`src/pkg/bfp_cfg.svh`:
```
// Fixed offsets, field positions, reset values and timing figures of the fault priority block.
// Included by bare name by every design file that needs them.
`ifndef BFP_CFG_SVH
`define BFP_CFG_SVH

`define BFP_CLK_PERIOD_NS   40
`define BFP_TICK_US         1000
`define BFP_TICK_CYC        ((`BFP_TICK_US * 1000) / `BFP_CLK_PERIOD_NS)
`define BFP_SC_DLY_US       300
`define BFP_SC_DLY_CYC      ((`BFP_SC_DLY_US * 1000) / `BFP_CLK_PERIOD_NS)
`define BFP_OCG_ON_TICKS    16'h0400
`define BFP_OCG_OFF_TICKS   16'h0010
`define BFP_ODC_ON_TICKS    16'h0080
`define BFP_ODC_OFF_TICKS   16'h0001
`define BFP_OCU_ON_TICKS    16'h0010
`define BFP_OCU_OFF_TICKS   16'h0001
`define BFP_EXC_ON_TICKS    16'h0010
`define BFP_EXC_OFF_TICKS   16'h0001

`define BFP_ADDR_CTRL       4'h0
`define BFP_ADDR_STATUS     4'h4
`define BFP_ADDR_MASK       4'h8
`define BFP_ADDR_STATE      4'hC

`define BFP_CTRL_FAST_BIT   0
`define BFP_EV_OCG          0
`define BFP_EV_ODC          1
`define BFP_EV_OCU          2
`define BFP_EV_SC           3
`define BFP_EV_EXC          4
`define BFP_ST_DIS_BIT      5
`define BFP_ST_CHG_BIT      6
`define BFP_ST_PVDD_BIT     7
`define BFP_ST_PVSS_BIT     8
`define BFP_ST_STBY_BIT     9

`define BFP_CTRL_RST        1'h0
`define BFP_EV_RST          5'h00
`define BFP_MASK_RST        5'h00

`endif

```
`src/pkg/bfp_pkg.sv`:
```
// Types shared by the fault priority block.
// Needs nothing from its surroundings.
package bfp_pkg;
   typedef enum logic [1:0] {
      BFP_OFF = 2'b01,
      BFP_ON  = 2'b10
   } bfp_det_e;
   typedef logic [15:0] bfp_cnt_t;
   typedef logic [4:0]  bfp_ev_t;
endpackage

```
`src/pkg/bfp_det_if.sv`:
```
// Signals between the core and one delayed detector.
// The core drives condition and hold, the detector answers with its state.
`timescale 1ns/10ps
interface bfp_det_if;
   logic cond;
   logic hold;
   logic det;
   modport core (output cond, output hold, input det);
   modport unit (input cond, input hold, output det);
endinterface

```
`src/bfp_sync3.sv`:
```
// Three-stage synchroniser for comparator and test pins.
// Assumes the inputs are asynchronous to core_clk_in.
`timescale 1ns/10ps
module bfp_sync3 #(
   parameter int W = 1
) (
   input  wire logic         clk_in,    // Core clock
   input  wire logic         rst_n_in,  // Synchronised reset, active low
   input  wire logic [W-1:0] async_in,  // Raw pins
   output logic      [W-1:0] sync_out   // Settled copy
);
   logic [W-1:0] s1_q, s2_q, s3_q, out_q, out_d;

   // A change is taken only once stages two and three agree
   always_comb begin
      out_d = out_q;
      for (int i = 0; i < W; i++) begin
         if (s2_q[i] == s3_q[i]) begin
            out_d[i] = s3_q[i];
         end
      end
   end

   always_ff @(posedge clk_in or negedge rst_n_in) begin
      if (!rst_n_in) begin
         s1_q  <= '0;
         s2_q  <= '0;
         s3_q  <= '0;
         out_q <= '0;
      end else begin
         s1_q  <= async_in;
         s2_q  <= s1_q;
         s3_q  <= s2_q;
         out_q <= out_d;
      end
   end

   assign sync_out = out_q;
endmodule

```
`src/bfp_det.sv`:
```
// One delayed detector: state flips after the condition has differed for a set count.
// Assumes tick_in is a one-cycle enable; hold restarts the count but keeps the state.
`timescale 1ns/10ps
module bfp_det
   import bfp_pkg::*;
(
   input  wire logic     clk_in,     // Core clock
   input  wire logic     rst_n_in,   // Synchronised reset, active low
   input  wire logic     tick_in,    // Count enable
   input  wire bfp_cnt_t on_lim_in,  // Ticks to enter detection
   input  wire bfp_cnt_t off_lim_in, // Ticks to release
   bfp_det_if.unit       dif         // Condition, hold and state
);
   bfp_det_e state_q, state_d;
   bfp_cnt_t cnt_q, cnt_d;
   logic     differ;
   bfp_cnt_t lim;

   always_comb begin
      state_d = state_q;
      cnt_d   = cnt_q;
      differ  = (state_q == BFP_ON) != dif.cond;
      lim     = (state_q == BFP_ON) ? off_lim_in : on_lim_in;
      // A condition that drops during the delay aborts it
      if (dif.hold || !differ) begin
         cnt_d = '0;
      end else if (cnt_q >= lim) begin
         cnt_d = '0;
         case (state_q)
            BFP_OFF: state_d = BFP_ON;
            BFP_ON:  state_d = BFP_OFF;
            default: state_d = BFP_OFF;
         endcase
      end else if (tick_in) begin
         cnt_d = cnt_q + 16'h0001;
      end
   end

   always_ff @(posedge clk_in or negedge rst_n_in) begin
      if (!rst_n_in) begin
         state_q <= BFP_OFF;
         cnt_q   <= '0;
      end else begin
         state_q <= state_d;
         cnt_q   <= cnt_d;
      end
   end

   assign dif.det = (state_q == BFP_ON);
endmodule

```
`src/bfp_core.sv`:
```
// Fault priority and arbitration core of a two-cell battery protector.
// Assumes comparator results arrive asynchronously and software sits on a plain register port.
`timescale 1ns/10ps
`include "bfp_cfg.svh"

// How it works
// RL1 - Over-discharge delay restarts from zero while over-charge is pending.
// RL2 - Over-discharge delay runs again once over-charge is detected, if still low.
// RL3 - Over-discharge after over-charge: pull sense to supply, but no standby.
// RL4 - Over-discharge delay keeps running whatever over-current does.
// RL5 - Over-discharge seen first aborts the pending over-current delay.
// RL6 - Over-discharge after over-current: drop ground pull, pull to supply, standby.
// RL7 - Over-discharge first in the overlap: pull to supply and enter standby.
// RL8 - Short-circuit detector never held or suspended by the priority logic.
// RL9 - Excessive-charger detection held while discharge faults are active.
// RL10 - Excessive-charger delay counts only with discharge gate high.
// RL11 - Over-charge keeps running; over-charge seen first aborts over-current delay.
// RL12 - Test mode shortens counter delays; short-circuit delay stays as is.
// RL13 - Discharge gate low on any completed discharge fault, high otherwise.
module bfp_core
   import bfp_pkg::*;
#(
   parameter int TICK_CYC   = `BFP_TICK_CYC,
   parameter int SC_DLY_CYC = `BFP_SC_DLY_CYC
) (
   input  wire logic        core_clk_in,    // 25 MHz core clock
   input  wire logic        arst_n_in,      // Asynchronous reset, active low
   input  wire logic        test_pin_in,    // Test pin, high shortens delays
   input  wire logic        ovc_cmp_in,     // A cell above over-charge level
   input  wire logic        ovd_cmp_in,     // A cell below over-discharge level
   input  wire logic        ocur_cmp_in,    // Sense node above over-current level
   input  wire logic        short_cmp_in,   // Sense node above short-circuit level
   input  wire logic        exch_cmp_in,    // Sense node below excessive-charger level
   input  wire logic        rel_cmp_in,     // Sense node below standby release level
   input  wire logic [3:0]  reg_addr_in,    // Register byte address
   input  wire logic [31:0] reg_wdata_in,   // Write data
   input  wire logic        reg_wr_in,      // Write strobe
   input  wire logic        reg_rd_in,      // Read strobe
   output logic      [31:0] reg_rdata_out,  // Read data, cycle after strobe
   output logic             chg_gate_out,   // Charge switch gate, high enables
   output logic             dis_gate_out,   // Discharge switch gate, high enables
   output logic             pull_vdd_out,   // Sense node pulled to supply
   output logic             pull_vss_out,   // Sense node pulled to ground
   output logic             standby_out,    // Standby mode
   output logic             irq_out         // Level interrupt
);
   logic [1:0] rst_sync_q;
   logic       rst_n;

   logic [6:0] pins_s;
   logic       test_s, ovc_s, ovd_s, ocur_s, short_s, exch_s, rel_s;

   logic       fast;
   bfp_cnt_t   div_q, div_d;
   logic       tick;

   logic       odc_first_q, odc_first_d;
   logic       ocg_first_q, ocg_first_d;

   logic       dis_q, dis_d;
   logic       chg_q, chg_d;
   logic       pvdd_q, pvdd_d;
   logic       pvss_q, pvss_d;
   logic       stby_q, stby_d;

   logic       ctrl_fast_q, ctrl_fast_d;
   bfp_ev_t    status_q, status_d;
   bfp_ev_t    mask_q, mask_d;
   bfp_ev_t    det_prev_q, det_now, det_rise;
   logic [31:0] rdata_q, rdata_d;
   logic        irq_q, irq_d;

   bfp_det_if ocg_if ();
   bfp_det_if odc_if ();
   bfp_det_if ocu_if ();
   bfp_det_if sc_if ();
   bfp_det_if exc_if ();

   // Reset release through two flip-flops
   always_ff @(posedge core_clk_in or negedge arst_n_in) begin
      if (!arst_n_in) begin
         rst_sync_q <= 2'h0;
      end else begin
         rst_sync_q <= {rst_sync_q[0], 1'b1};
      end
   end
   assign rst_n = rst_sync_q[1];

   bfp_sync3 #(
      .W (7)
   ) u_sync (
      .clk_in   (core_clk_in),
      .rst_n_in (rst_n),
      .async_in ({test_pin_in, ovc_cmp_in, ovd_cmp_in, ocur_cmp_in,
                  short_cmp_in, exch_cmp_in, rel_cmp_in}),
      .sync_out (pins_s)
   );
   assign {test_s, ovc_s, ovd_s, ocur_s, short_s, exch_s, rel_s} = pins_s;

   // Oscillator divider; test mode makes every cycle a tick
   assign fast = test_s | ctrl_fast_q;
   always_comb begin
      if (div_q >= 16'(TICK_CYC - 1)) begin
         div_d = '0;
      end else begin
         div_d = div_q + 16'h0001;
      end
   end
   assign tick = fast | (div_q == 16'h0000); // see RL12

   // Which condition came first in an overlap with over-current
   always_comb begin
      odc_first_d = ovd_s & (odc_first_q | ~ocur_s);
      ocg_first_d = ovc_s & (ocg_first_q | ~ocur_s);
   end

   // Over-charge is never held by the other detections
   assign ocg_if.cond = ovc_s; // see RL11
   assign ocg_if.hold = 1'b0;

   // In standby the cells are not watched until a charger pulls the node down
   assign odc_if.cond = ovd_s | (stby_q & ~rel_s); // see RL4
   assign odc_if.hold = ovc_s & ~ocg_if.det; // see RL1, RL2

   assign ocu_if.cond = ocur_s;
   assign ocu_if.hold = ~ocu_if.det & (odc_first_q | ocg_first_q); // see RL5, RL11

   assign sc_if.cond = short_s;
   assign sc_if.hold = 1'b0; // see RL8

   // Gate low also keeps the counter at zero until it is released
   assign exc_if.cond = exch_s;
   assign exc_if.hold = ~dis_q | odc_if.det | ocu_if.det | sc_if.det; // see RL9, RL10

   bfp_det u_ocg (
      .clk_in     (core_clk_in),
      .rst_n_in   (rst_n),
      .tick_in    (tick),
      .on_lim_in  (`BFP_OCG_ON_TICKS),
      .off_lim_in (`BFP_OCG_OFF_TICKS),
      .dif        (ocg_if)
   );

   bfp_det u_odc (
      .clk_in     (core_clk_in),
      .rst_n_in   (rst_n),
      .tick_in    (tick),
      .on_lim_in  (`BFP_ODC_ON_TICKS),
      .off_lim_in (`BFP_ODC_OFF_TICKS),
      .dif        (odc_if)
   );

   bfp_det u_ocu (
      .clk_in     (core_clk_in),
      .rst_n_in   (rst_n),
      .tick_in    (tick),
      .on_lim_in  (`BFP_OCU_ON_TICKS),
      .off_lim_in (`BFP_OCU_OFF_TICKS),
      .dif        (ocu_if)
   );

   // Fixed cycle delay, deliberately outside the tick and test path
   bfp_det u_sc (
      .clk_in     (core_clk_in),
      .rst_n_in   (rst_n),
      .tick_in    (1'b1), // see RL12
      .on_lim_in  (16'(SC_DLY_CYC)),
      .off_lim_in (`BFP_OCU_OFF_TICKS),
      .dif        (sc_if)
   );

   bfp_det u_exc (
      .clk_in     (core_clk_in),
      .rst_n_in   (rst_n),
      .tick_in    (tick),
      .on_lim_in  (`BFP_EXC_ON_TICKS),
      .off_lim_in (`BFP_EXC_OFF_TICKS),
      .dif        (exc_if)
   );

   // Switch gates and sense node paths
   always_comb begin
      dis_d  = ~(odc_if.det | ocu_if.det | sc_if.det); // see RL13
      chg_d  = ~(ocg_if.det | exc_if.det);
      pvdd_d = odc_if.det; // see RL3, RL6, RL7
      pvss_d = (ocu_if.det | sc_if.det) & ~odc_if.det; // see RL6
      stby_d = odc_if.det & ~ocg_if.det; // see RL3, RL7
   end

   // Register port and interrupt
   assign det_now  = {exc_if.det, sc_if.det, ocu_if.det, odc_if.det, ocg_if.det};
   assign det_rise = det_now & ~det_prev_q;

   always_comb begin
      ctrl_fast_d = ctrl_fast_q;
      mask_d      = mask_q;
      status_d    = status_q;
      rdata_d     = 32'h0000_0000;
      if (reg_wr_in) begin
         case (reg_addr_in)
            `BFP_ADDR_CTRL:   ctrl_fast_d = reg_wdata_in[`BFP_CTRL_FAST_BIT];
            `BFP_ADDR_STATUS: status_d = status_q & ~reg_wdata_in[4:0];
            `BFP_ADDR_MASK:   mask_d = reg_wdata_in[4:0];
            default:          ;
         endcase
      end
      // A new event outranks a clear in the same cycle
      status_d = status_d | det_rise;
      if (reg_rd_in) begin
         case (reg_addr_in)
            `BFP_ADDR_CTRL:   rdata_d = {31'h0, ctrl_fast_q};
            `BFP_ADDR_STATUS: rdata_d = {27'h0, status_q};
            `BFP_ADDR_MASK:   rdata_d = {27'h0, mask_q};
            `BFP_ADDR_STATE:  rdata_d = {22'h0, stby_q, pvss_q, pvdd_q, chg_q, dis_q, det_now};
            default:          rdata_d = 32'h0000_0000;
         endcase
      end
      irq_d = |(status_d & mask_d);
   end

   always_ff @(posedge core_clk_in or negedge rst_n) begin
      if (!rst_n) begin
         div_q       <= '0;
         odc_first_q <= 1'b0;
         ocg_first_q <= 1'b0;
         dis_q       <= 1'b1;
         chg_q       <= 1'b1;
         pvdd_q      <= 1'b0;
         pvss_q      <= 1'b0;
         stby_q      <= 1'b0;
         ctrl_fast_q <= `BFP_CTRL_RST;
         status_q    <= `BFP_EV_RST;
         mask_q      <= `BFP_MASK_RST;
         det_prev_q  <= '0;
         rdata_q     <= 32'h0000_0000;
         irq_q       <= 1'b0;
      end else begin
         div_q       <= div_d;
         odc_first_q <= odc_first_d;
         ocg_first_q <= ocg_first_d;
         dis_q       <= dis_d;
         chg_q       <= chg_d;
         pvdd_q      <= pvdd_d;
         pvss_q      <= pvss_d;
         stby_q      <= stby_d;
         ctrl_fast_q <= ctrl_fast_d;
         status_q    <= status_d;
         mask_q      <= mask_d;
         det_prev_q  <= det_now;
         rdata_q     <= rdata_d;
         irq_q       <= irq_d;
      end
   end

   assign reg_rdata_out = rdata_q;
   assign chg_gate_out  = chg_q;
   assign dis_gate_out  = dis_q;
   assign pull_vdd_out  = pvdd_q;
   assign pull_vss_out  = pvss_q;
   assign standby_out   = stby_q;
   assign irq_out       = irq_q;
endmodule

```
`config.mk`:
```
export PLATFORM = sky130hd
export DESIGN_NAME = bfp_core
export DESIGN_NICKNAME = d
export VERILOG_FILES = /design/src/pkg/bfp_pkg.sv /design/src/pkg/bfp_det_if.sv /design/src/bfp_sync3.sv /design/src/bfp_det.sv /design/src/bfp_core.sv
export VERILOG_INCLUDE_DIRS = /design/src /design/src/pkg
export SDC_FILE = /design/constraint.sdc
export NUM_CORES = 1
export LEC_CHECK = 0
export ABC_AREA = 1
export ABC_CLOCK_PERIOD_IN_PS = 7200
export BUFFER_PORTS_ARGS = -buffer_cell sky130_fd_sc_hd__buf_2
export CORE_ASPECT_RATIO = 1.4
export CORE_MARGIN = 4
export CORE_UTILIZATION = 45
export CTS_CLUSTER_DIAMETER = 80
export DETAILED_ROUTE_END_ITERATION = 6
export GPL_ROUTABILITY_DRIVEN = 1
export GPL_TIMING_DRIVEN = 0
export PLACE_DENSITY_LB_ADDON = 0.08
export SETUP_SLACK_MARGIN = 0.5
export SLEW_MARGIN = 20
export SYNTH_ARGS = -nofsm -noshare
export SYNTH_HDL_FRONTEND = slang
export SYNTH_HIERARCHICAL = 1
export SYNTH_SLANG_ARGS = --single-unit
```
`constraint.sdc`:
```
create_clock -name core_clk_in -period 7.2 [get_ports core_clk_in]
set_input_delay 1.08 -clock core_clk_in [delete_from_list [all_inputs] [get_ports core_clk_in]]
set_output_delay 1.08 -clock core_clk_in [all_outputs]
set_load 0.01 [all_outputs]
```
==> results.yml, run 1 <==
run_status:
  status: "finished clean"
final_layout:
  layout-drive-gt1-share_pct: 10.45
  layout_commonest_cell: "nand2_1"
  area_delta_synth_final_pct: 16.63
  fin_cells: 2073
  n_fill_cell: 2506
  nets: 1873
  mostFrequentLayoutCells: "nand2_1, conb_1, inv_1"
timing:
  fin_worst_skew_ns: 0.01429
  finalHoldViolations: 0
  setup_viol: 0
  min_period_ns: 2.734
  final.period_utilization_pct: 37.98
  max_freq_mhz: 365.7
  rsz0062_at_grt: "no"
  report.final.slew_viol_count: 0
die:
  core_um2: 25550
  rows: 69
  initial_core_util_pct: 45.95
  dieArea_um2: 28780
  die_w_um: 144.5
  io_pins: 85
  die_y_um: 199.1
worst_setup_path:
  start_kind: "flip-flop"
  cp-end-kind: "flip-flop"
  r2r_slack_ns: 4.47
  crit_arrival_ns: 3.10
  crit_required_ns: 7.56
  cp_max_fo: 10
  crit_type: "flip-flop to flip-flop"
routing:
  drt-total-wl_um: 25010
  drt_first_pass_iters: 5
  vias: 9751
  ant_nets: 0
  routedWlPerCell_um: 12.06
  drt_iter0_drc: 346
  vias_per_cell: 4.704
  drc: 0
place:
  dp_hpwl_um: 19390
  port_buffers: 35
  place_inst: 2039
  gp_congestion: 0.8423
grt:
  grt_use_total_pct: 18.38
  grt_max_degree: 52
  grt_overflow: 0
  grt_pass1_vias: 9375
  grt_pass1_wl_um: 43170
  antenna_found_initial: 5
power:
  p_per_area_nw_per_um2: 165.4
  p_leak_nw: 7.733
  vdd_drop_max_v: 0.0001576
  power_mw: 2.266
run:
  maxCapViolCount: 0
clocking:
  cts_root_buf: "clkbuf_16"
  hold_buffers: 0
  cts_tree: "yes"
  clock_sinks: 169
  cts_setup_buffers: 0
  cts_resized: 0
  clk_pin_slew_worst_paths_ns: 0.06
  max-clock-path-buffers: 2
  cts_buffers: 17
  cts-htree-levels: 4
  clk_latency_ns: 0.43
logic_synthesis:
  postSynthCellCount: 1496
  ys_types: 36
  synth-seq-cells: 169
  yosysWarningCount: 6
  ys_seq_area_share_pct: 36.09
  synth_area_um2: 11740
  avgSynthCellArea_um2: 7.848
worst_hold_path:
  hp-class: "flip-flop to asynchronous set/reset pin"
power breakdown:
part | switching [mW] | internal, mW | total (mW)
clock | 0.406 | 0.496 | 0.902
sequential | 0.0389 | 0.995 | 1.03
combinational | 0.211 | 0.119 | 0.330
state kept, by name, indices dropped and copies added (netlist names), 10 cells and up:
register and flops:
u_odc/cnt_q 16, div_q 16, u_sc/cnt_q 16, reg_rdata_out 10, u_exc/cnt_q 16, u_ocu/cnt_q 16, u_ocg/cnt_q 16
worst paths after layout:
kind | end | cells past startpoint | startpoint
worst max register to register | u_sc/cnt_q[9]$_DFFE_PN0P_ | 15 | u_sc/state_q[0]$_DFFE_PN1P_
worst min-delay path | div_q[15]$_DFF_PN0_ | 1 | rst_sync_q[1]$_DFF_PN0_
worst max-delay path | u_sc/cnt_q[9]$_DFFE_PN0P_ | 15 | u_sc/state_q[0]$_DFFE_PN1P_
min in group core_clk_in | u_sync/s2_q[0]$_DFF_PN0_ | 0 | u_sync/s1_q[0]$_DFF_PN0_
max in group asynchronous | u_ocg/state_q[0]$_DFFE_PN1P_ | 3 | rst_sync_q[1]$_DFF_PN0_
worst min register to register | div_q[15]$_DFF_PN0_ | 1 | rst_sync_q[1]$_DFF_PN0_
logic make-up after synthesis:
group,Yosys count,share of synthesized area (%)
compound gates,134,6.191
xor+xnor,49,3.655
fa+ha+maj,87,9.271
buf+inv,241,9.047
flops,169,36.09
mux,76,6.490
other cells,2,0.06396
simple gates,738,29.19
cell usage after synthesis:
cell	n	area [µm²]
nor2_1	145	544.3
nor2_8	6	120.1
mux2i_1	75	750.7
mux2_2	1	11.26
or2_2	2	12.51
nand3_1	139	695.7
nor3_1	15	75.07
a21oi_1	47	235.2
o21ai_2	2	17.52
o211ai_1	3	22.52
dfrtp_1	162	4054
nand4_1	48	300.3
nand2_1	356	1336
nand3_4	1	17.52
ha_1	87	1089
inv_2	17	63.81
buf_6	1	11.26
xor2_1	27	236.5
nand2_4	5	56.30
nor3_4	5	81.33
o21ai_1	45	225.2
o22ai_1	1	6.260
nand3b_1	2	15.01
nor2_4	2	22.52
o21ai_0	20	100.1
dfstp_2	7	183.9
nor4_1	3	18.77
conb_1	2	7.510
o21a_1	6	45.04
nand4_4	5	106.4
buf_2	21	105.1
inv_1	169	634.4
buf_4	33	247.7
nand2_2	4	25.02
xnor2_1	22	192.7
o21bai_1	10	75.07
stage by stage:
stage	utilization (%)	hold slack [ns]	TNS (ns)	worst slack, ns	area (µm²)
5_1_grt	53.59	0.3356	0	4.262	13690
2_1_floorplan	-	0.3312	0	2.154	12440
6_report	53.59	0.3045	0	4.466	13690
4_1_cts	53.57	0.3195	0	4.451	13690
3_3_place_gp	50.91	0.3354	-30.21	-0.2001	13010
3_5_place_dp	51.30	0.3192	0	4.467	13110
final cells by class:
type                    count  area, µm²  area share, %
repair buffers             39      270.3          1.974
plain buffers              55      364.1          2.659
multi-input cells        1271       7136          52.11
inverters                 186      698.2          5.098
clock inverters            13      137.6          1.005
diodes                      2      5.005        0.03655
clock buffers              19      442.9          3.234
flip-flops and latches    169       4242          30.97
well taps                 319      399.1          2.915
worst max-delay path, cell delays in order, from the launching register on:
cell,delay (ns)
dfstp_2,0.54
inv_2,0.05
nand2_4,0.14
buf_2,0.35
mux2i_1,0.13
ha_1,0.30
nand2_1,0.08
nor2_1,0.05
nor2_1,0.08
nand2_1,0.07
nand2_1,0.06
nand2_1,0.07
a21oi_1,0.27
buf_2,0.29
nand4_1,0.11
nand2_1,0.08
routing by layer:
layer	track usage [%]	up-vias	part of all wire (%)
li1	-	5193	-
met1	21.82	4416	44
met2	33.64	109	51
met3	3.256	27	2.8
met4	5.358	6	1.7
met5	0	-	0.11
Power figures use the tool's default switching activity.
==> run 2: changes to the inputs <==
--- a/config.mk
+++ b/config.mk
@@ -6,8 +6,8 @@
 export SDC_FILE = /design/constraint.sdc
 export NUM_CORES = 1
 export LEC_CHECK = 0
-export ABC_AREA = 1
-export ABC_CLOCK_PERIOD_IN_PS = 7200
+export ABC_AREA = 0
+export ABC_CLOCK_PERIOD_IN_PS = 2400
 export BUFFER_PORTS_ARGS = -buffer_cell sky130_fd_sc_hd__buf_2
 export CORE_ASPECT_RATIO = 1.4
 export CORE_MARGIN = 4
==> constraint.sdc (replaced) <==
create_clock -name core_clk_in -period 2.4 [get_ports core_clk_in]
set_input_delay 0.36 -clock core_clk_in [delete_from_list [all_inputs] [get_ports core_clk_in]]
set_output_delay 0.36 -clock core_clk_in [all_outputs]
set_load 0.01 [all_outputs]
==> results.yml, run 2 <==
timing:
  finalHoldViolations: 0
  final.period_utilization_pct: 118.2
  setup_viol: 67
  min_period_ns: 2.838
  report.final.slew_viol_count: 0
  max_freq_mhz: 352.4
  rsz0062_at_grt: "yes"
  holdWs_ns: 0.03033
  final.setup.tns_ns: -13.93
  fin_ws_ns: -0.4376
  fin_worst_skew_ns: 0.01087
worst_setup_path:
  crit_type: "flip-flop to flip-flop"
  critPathSlowestCell: "or4_4"
  path_cells: "or4_4 > or3_4 > o41ai_4 > buf_6 > buf_4 > nand4_4 > nor3_4 > and4_1 > xnor2_1 > nor2_1"
  worst_path_largest_cell_delay_ns: 0.53
  start_kind: "flip-flop"
  cp-end-kind: "flip-flop"
  crit_arrival_ns: 3.16
  crit_required_ns: 2.72
  cp_max_fo: 8
clocking:
  clock_sinks: 169
  cts_tree: "yes"
  cts_buffers: 17
  clk_latency_ns: 0.43
  max-clock-path-buffers: 2
  cts_root_buf: "clkbuf_16"
  clk_pin_slew_worst_paths_ns: 0.07
  cts-htree-levels: 4
die:
  die_w_um: 135.6
  core_um2: 22530
  io_pins: 85
  rows: 65
  dieArea_um2: 25320
  initial_core_util_pct: 45.55
  die_y_um: 186.7
routing:
  drt_first_pass_iters: 4
  vias: 7390
  routedWlPerCell_um: 12.63
  ant_nets: 0
  drc: 0
  vias_per_cell: 4.662
  drt-total-wl_um: 20020
  drt_iter0_drc: 215
run_status:
  status: "finished, violations left"
  violations: "negative setup slack"
power:
  p_per_area_nw_per_um2: 502.3
  vdd_drop_max_v: 0.0005028
  power_mw: 6.815
  p_leak_nw: 6.755
logic_synthesis:
  synth-edff-count: 0
  postSynthCellCount: 955
  ys_seq_area_share_pct: 41.30
  synthFlopType: "dfrtp_1"
  synth_top_area_share_pct: 39.51
  synth_area_um2: 10260
  ys_types: 62
  yosys-top-cells-area: "dfrtp_1, ha_1, mux2i_1"
  yosysMostFrequentCell: "dfrtp_1"
  synth-seq-cells: 169
  yosysTopAreaCell: "dfrtp_1"
  async_reset_ff_share_pct: 100.0
  synthTopCellsByCount: "dfrtp_1, nor2_1, ha_1, mux2i_1, nand2_1"
  yosysWarningCount: 6
  avgSynthCellArea_um2: 10.74
place:
  gp_congestion: 0.7533
  post_dp_cell_area_um2: 11940
  dp_slack_ns: -0.7387
  place_inst: 1483
  port_buffers: 33
  dp_hpwl_um: 13550
final_layout:
  area_delta_synth_final_pct: 32.22
  n_fill_cell: 1955
  layout-drive-gt1-share_pct: 25.93
  n_antenna_cell: 0
  fin_cells: 1585
  multi_input_area_um2: 6948
  register_area_um2: 4242
  nets: 1405
  mostFrequentLayoutCells: "conb_1, dfrtp_1, nor2_1"
  layout_commonest_cell: "conb_1"
  final_core_util_pct: 60.22
  final_area_um2: 13570
grt:
  grt_use_total_pct: 16.75
  grt_pass1_vias: 7372
  antenna_found_initial: 0
  grt_pass1_wl_um: 34890
  grt_overflow: 0
  grt_max_degree: 57
worst_hold_path:
  hp-class: "input pin to flip-flop"
run:
  maxCapViolCount: 0
[run 2: changes by cell type after synthesis, sizes merged, moves of 26 or more]
cell   before  now
nand3     140   27
inv       186   32
nor2      153  126
o21ai      67   10
nand2     365   71
a21oi      47   21
xor2       27   56
[run 2: final cells by class]
class | instances | share of cell area (%)
Clock inverter | 12 | 1.051
Multi-Input combinational cell | 901 | 51.21
Clock buffer | 20 | 3.219
Buffer | 42 | 3.016
Tap cell | 301 | 2.776
Timing Repair Buffer | 108 | 6.576
Inverter | 32 | 0.8854
Sequential cell | 169 | 31.26
[run 2: final timing paths]
| check | startpoint | to | slack, ns | depth (start not counted) |
|---|---|---|---|---|
| min reg2reg | rst_sync_q[1]$_DFF_PN0_ | u_sync/s1_q[4]$_DFF_PN0_ | 0.22 | 0 |
| min in group asynchronous | rst_sync_q[1]$_DFF_PN0_ | u_sync/s1_q[4]$_DFF_PN0_ | 0.22 | 0 |
| min | ovd_cmp_in | u_sync/s1_q[4]$_DFF_PN0_ | 0.03 | 1 |
| max | div_q[11]$_DFF_PN0_ | u_ocu/cnt_q[9]$_DFFE_PN0P_ | -0.44 | 10 |
| max reg2reg | div_q[11]$_DFF_PN0_ | u_ocu/cnt_q[9]$_DFFE_PN0P_ | -0.44 | 10 |
| max in group asynchronous | rst_sync_q[1]$_DFF_PN0_ | dis_gate_out$_DFF_PN1_ | 1.56 | 1 |
[run 2: worst max-delay path: cells and delay by family (launching register included)]
family / cells / cell delay, ns
buffers and inverters: 2 / 0.36
AND/OR/NAND/NOR: 6 / 1.63
XOR/XNOR: 1 / 0.12
flip-flops: 1 / 0.38
AO/OA/AOI/OAI: 1 / 0.23
[run 2: per-layer routing]
metal / vias to the layer above / wire [µm] / GRT usage (%)
met5: - / 0 / 0
met4: 0 / 195 / 4.422
met3: 14 / 500 / 2.724
met2: 67 / 10470 / 29.37
met1: 3520 / 8853 / 21.32
li1: 3789 / - / -
[run 2: repair_timing]
action                                  CTS  global route
hold buffers                              1             0
gates resized for setup                  69            58
endpoints found under the hold margin     2             0
gates cloned                              3             0
pin swaps                                39            33
setup buffers                            54            12
endpoints found under the setup margin   91            94
[run 2: kinds of logic (layout without fill, tap and decap cells)]
family	after synthesis	after routing	share of synthesized area, %
adders and majority gates	94	94	11.38
buffers and inverters	74	214	4.182
other	2	191	0.07319
xor gates and xnor gates	92	92	7.853
and+or+nand+nor	357	357	19.95
DFF	169	169	41.30
muxes	106	106	10.86
AOI/OAI and AO/OA	61	61	4.402
[run 2: power by group]
group,total (mW),internal [mW],switching (mW)
logic,1.02,0.515,0.505
clock network,2.75,1.55,1.19
registers,3.05,2.96,0.0894
==> run 3: changes to the inputs <==
--- a/config.mk
+++ b/config.mk
@@ -7,7 +7,7 @@
 export NUM_CORES = 1
 export LEC_CHECK = 0
 export ABC_AREA = 0
-export ABC_CLOCK_PERIOD_IN_PS = 2400
+export ABC_CLOCK_PERIOD_IN_PS = 2800
 export BUFFER_PORTS_ARGS = -buffer_cell sky130_fd_sc_hd__buf_2
 export CORE_ASPECT_RATIO = 1.4
 export CORE_MARGIN = 4
@@ -16,7 +16,7 @@
 export DETAILED_ROUTE_END_ITERATION = 6
 export GPL_ROUTABILITY_DRIVEN = 1
 export GPL_TIMING_DRIVEN = 0
-export PLACE_DENSITY_LB_ADDON = 0.08
+export PLACE_DENSITY = 0.69
 export SETUP_SLACK_MARGIN = 0.5
 export SLEW_MARGIN = 20
 export SYNTH_ARGS = -nofsm -noshare
==> constraint.sdc (replaced) <==
create_clock -name core_clk_in -period 2.8 [get_ports core_clk_in]
set_input_delay 0.42 -clock core_clk_in [delete_from_list [all_inputs] [get_ports core_clk_in]]
set_output_delay 0.42 -clock core_clk_in [all_outputs]
set_load 0.01 [all_outputs]
==> results.yml, run 3 (synthesis results as in run 2) <==
run_status:
  status: "finished, violations left"
  violations: "negative setup slack"
clocking:
  max-clock-path-buffers: 2
  clk_pin_slew_worst_paths_ns: 0.07
  cts_tree: "yes"
  clock_sinks: 169
  cts-htree-levels: 4
  cts_root_buf: "clkbuf_16"
  clk_latency_ns: 0.43
  cts_buffers: 17
final_layout:
  final_area_um2: 13680
  nets: 1410
  n_antenna_cell: 0
  area_delta_synth_final_pct: 33.28
  layout-drive-gt1-share_pct: 27.08
  layout_commonest_cell: "conb_1"
  mostFrequentLayoutCells: "conb_1, dfrtp_1, nor2_1"
  final_core_util_pct: 60.71
timing:
  finalHoldViolations: 0
  holdWs_ns: 0.09593
  worstMarginPinSlew_ns: 0.4928
  fin_worst_skew_ns: 0.009158
  rsz0062_at_grt: "yes"
  slew_headroom_pct: 66.89
  max_freq_mhz: 346.2
  setup_viol: 8
  min_period_ns: 2.888
  fin_ws_ns: -0.08819
  final.period_utilization_pct: 103.1
  report.final.slew_viol_count: 0
worst_setup_path:
  r2r-start: "div_q[11]$_DFF_PN0_"
  start_kind: "flip-flop"
  crit_arrival_ns: 3.21
  crit_required_ns: 3.12
  crit_type: "flip-flop to flip-flop"
  cp-end-kind: "flip-flop"
  endpoint: "u_odc/cnt_q[9]$_DFFE_PN0P_"
  r2r_slack_ns: -0.09
  cp_max_fo: 7
  critPathLaunch: "div_q[11]$_DFF_PN0_"
  r2r-end: "u_odc/cnt_q[9]$_DFFE_PN0P_"
  rr_worst_depth: 11
place:
  post_dp_cell_area_um2: 11930
  dp_slack_ns: -0.5614
  gp_congestion: 0.7868
  port_buffers: 33
  dp_hpwl_um: 14250
die:
  initial_core_util_pct: 45.55
  core_um2: 22530
  dieArea_um2: 25320
  rows: 65
  die_y_um: 186.7
  io_pins: 85
  die_w_um: 135.6
power:
  p_per_area_nw_per_um2: 424.8
  power_switching_mw: 1.578
  switching_share_pct: 27.17
  p_clk_share_pct: 39.5
  vdd_drop_max_v: 0.0004822
  p_int_mw: 4.231
  p_leak_nw: 6.774
  combPwrFrac_pct: 15.4
  p_seq_share_pct: 45.1
routing:
  drt-total-wl_um: 21280
  vias_per_cell: 4.786
  drc: 0
  ant_nets: 0
  vias: 7609
  drt_first_pass_iters: 6
  drt_iter0_drc: 201
  routedWlPerCell_um: 13.39
grt:
  grt_use_total_pct: 17.55
  grt_max_degree: 55
  grt_overflow: 0
  grt_pass1_vias: 7891
  grt_pass1_wl_um: 36680
  antenna_found_initial: 0
worst_hold_path:
  hp-class: "input pin to flip-flop"
run:
  maxCapViolCount: 0
==> run 3: cell types whose count changed in the layout (fill, tap and decap cells not counted), sizes merged <==
cell	before	now
buf	148	153
bufinv	2	1
clkbuf	21	20
clkinv	3	2
inv	36	39
==> run 3: metal layers <==
layer	routed length, µm	vias to the layer above	global-route usage, %	part of all wire (%)
li1	-	3786	-	-
met1	8997	3700	20.92	42
met2	11390	100	31.56	53
met3	513	23	3.047	2.4
met4	388	0	6.012	1.8
met5	0	-	0	0
==> run 3: worst min path at each step <==
stage / from / endpoint / slack, ns / cells after the start
after floorplan: arst_n_in / rst_sync_q[0]$_DFF_PN0_ / 0.12 / 0
after global placement: arst_n_in / rst_sync_q[0]$_DFF_PN0_ / 0.21 / 1
after detailed placement: arst_n_in / rst_sync_q[0]$_DFF_PN0_ / 0.21 / 1
after CTS: ovd_cmp_in / u_sync/s1_q[4]$_DFF_PN0_ / 0.07 / 1
after global routing: ocur_cmp_in / u_sync/s1_q[3]$_DFF_PN0_ / 0.06 / 1
final: ovd_cmp_in / u_sync/s1_q[4]$_DFF_PN0_ / 0.1 / 1
==> run 3: power groups by stage <==
stage	combinational (mW)	sequential, mW	clock [mW]
2_1_floorplan	0.555	2.67	0
3_3_place_gp	0.654	2.70	0
3_5_place_dp	0.739	2.66	0
4_1_cts	0.833	2.62	2.36
5_1_grt	0.998	2.63	2.46
6_report	0.897	2.62	2.29
==> run 3: what timing repair did <==
action | 4_1_cts | 5_1_grt
gates resized for setup | 74 | 82
hold buffers | 1 | 0
endpoints found under the hold margin | 2 | 0
gates cloned | 4 | 1
buffers inserted | 52 | 17
pin swaps | 52 | 39
setup endpoints to repair | 90 | 90
==> run 3: area by class of cell <==
class	instances	area, µm²
Buffer	42	404.1
Clock buffer	19	432.9
Tap cell	301	376.6
Timing Repair Buffer	113	945.9
Sequential cell	169	4242
Fill cell	1837	8852
Clock inverter	13	131.4
Inverter	32	120.1
Multi-Input combinational cell	901	7023
==> run 3: per-stage QoR <==
stage          setup TNS (ns)  std cells  power (mW)
2_1_floorplan          -12.83       1144       3.228
3_3_place_gp           -44.55       1478       3.352
3_5_place_dp           -11.84       1483       3.401
4_1_cts              -0.05918       1572       5.813
5_1_grt                -3.534       1590       6.095
6_report              -0.2412       1590       5.809
==> run 3: critical path, cell delays in order, from the launching register on <==
cell and delay, ns:
dfrtp_1 0.39, or4_4 0.54, or3_4 0.36, o41ai_4 0.27
buf_6 0.17, buf_8 0.11, buf_4 0.12, nand4_4 0.11
nor3_4 0.30, and4_1 0.25, xnor2_1 0.11, nor2_1 0.05
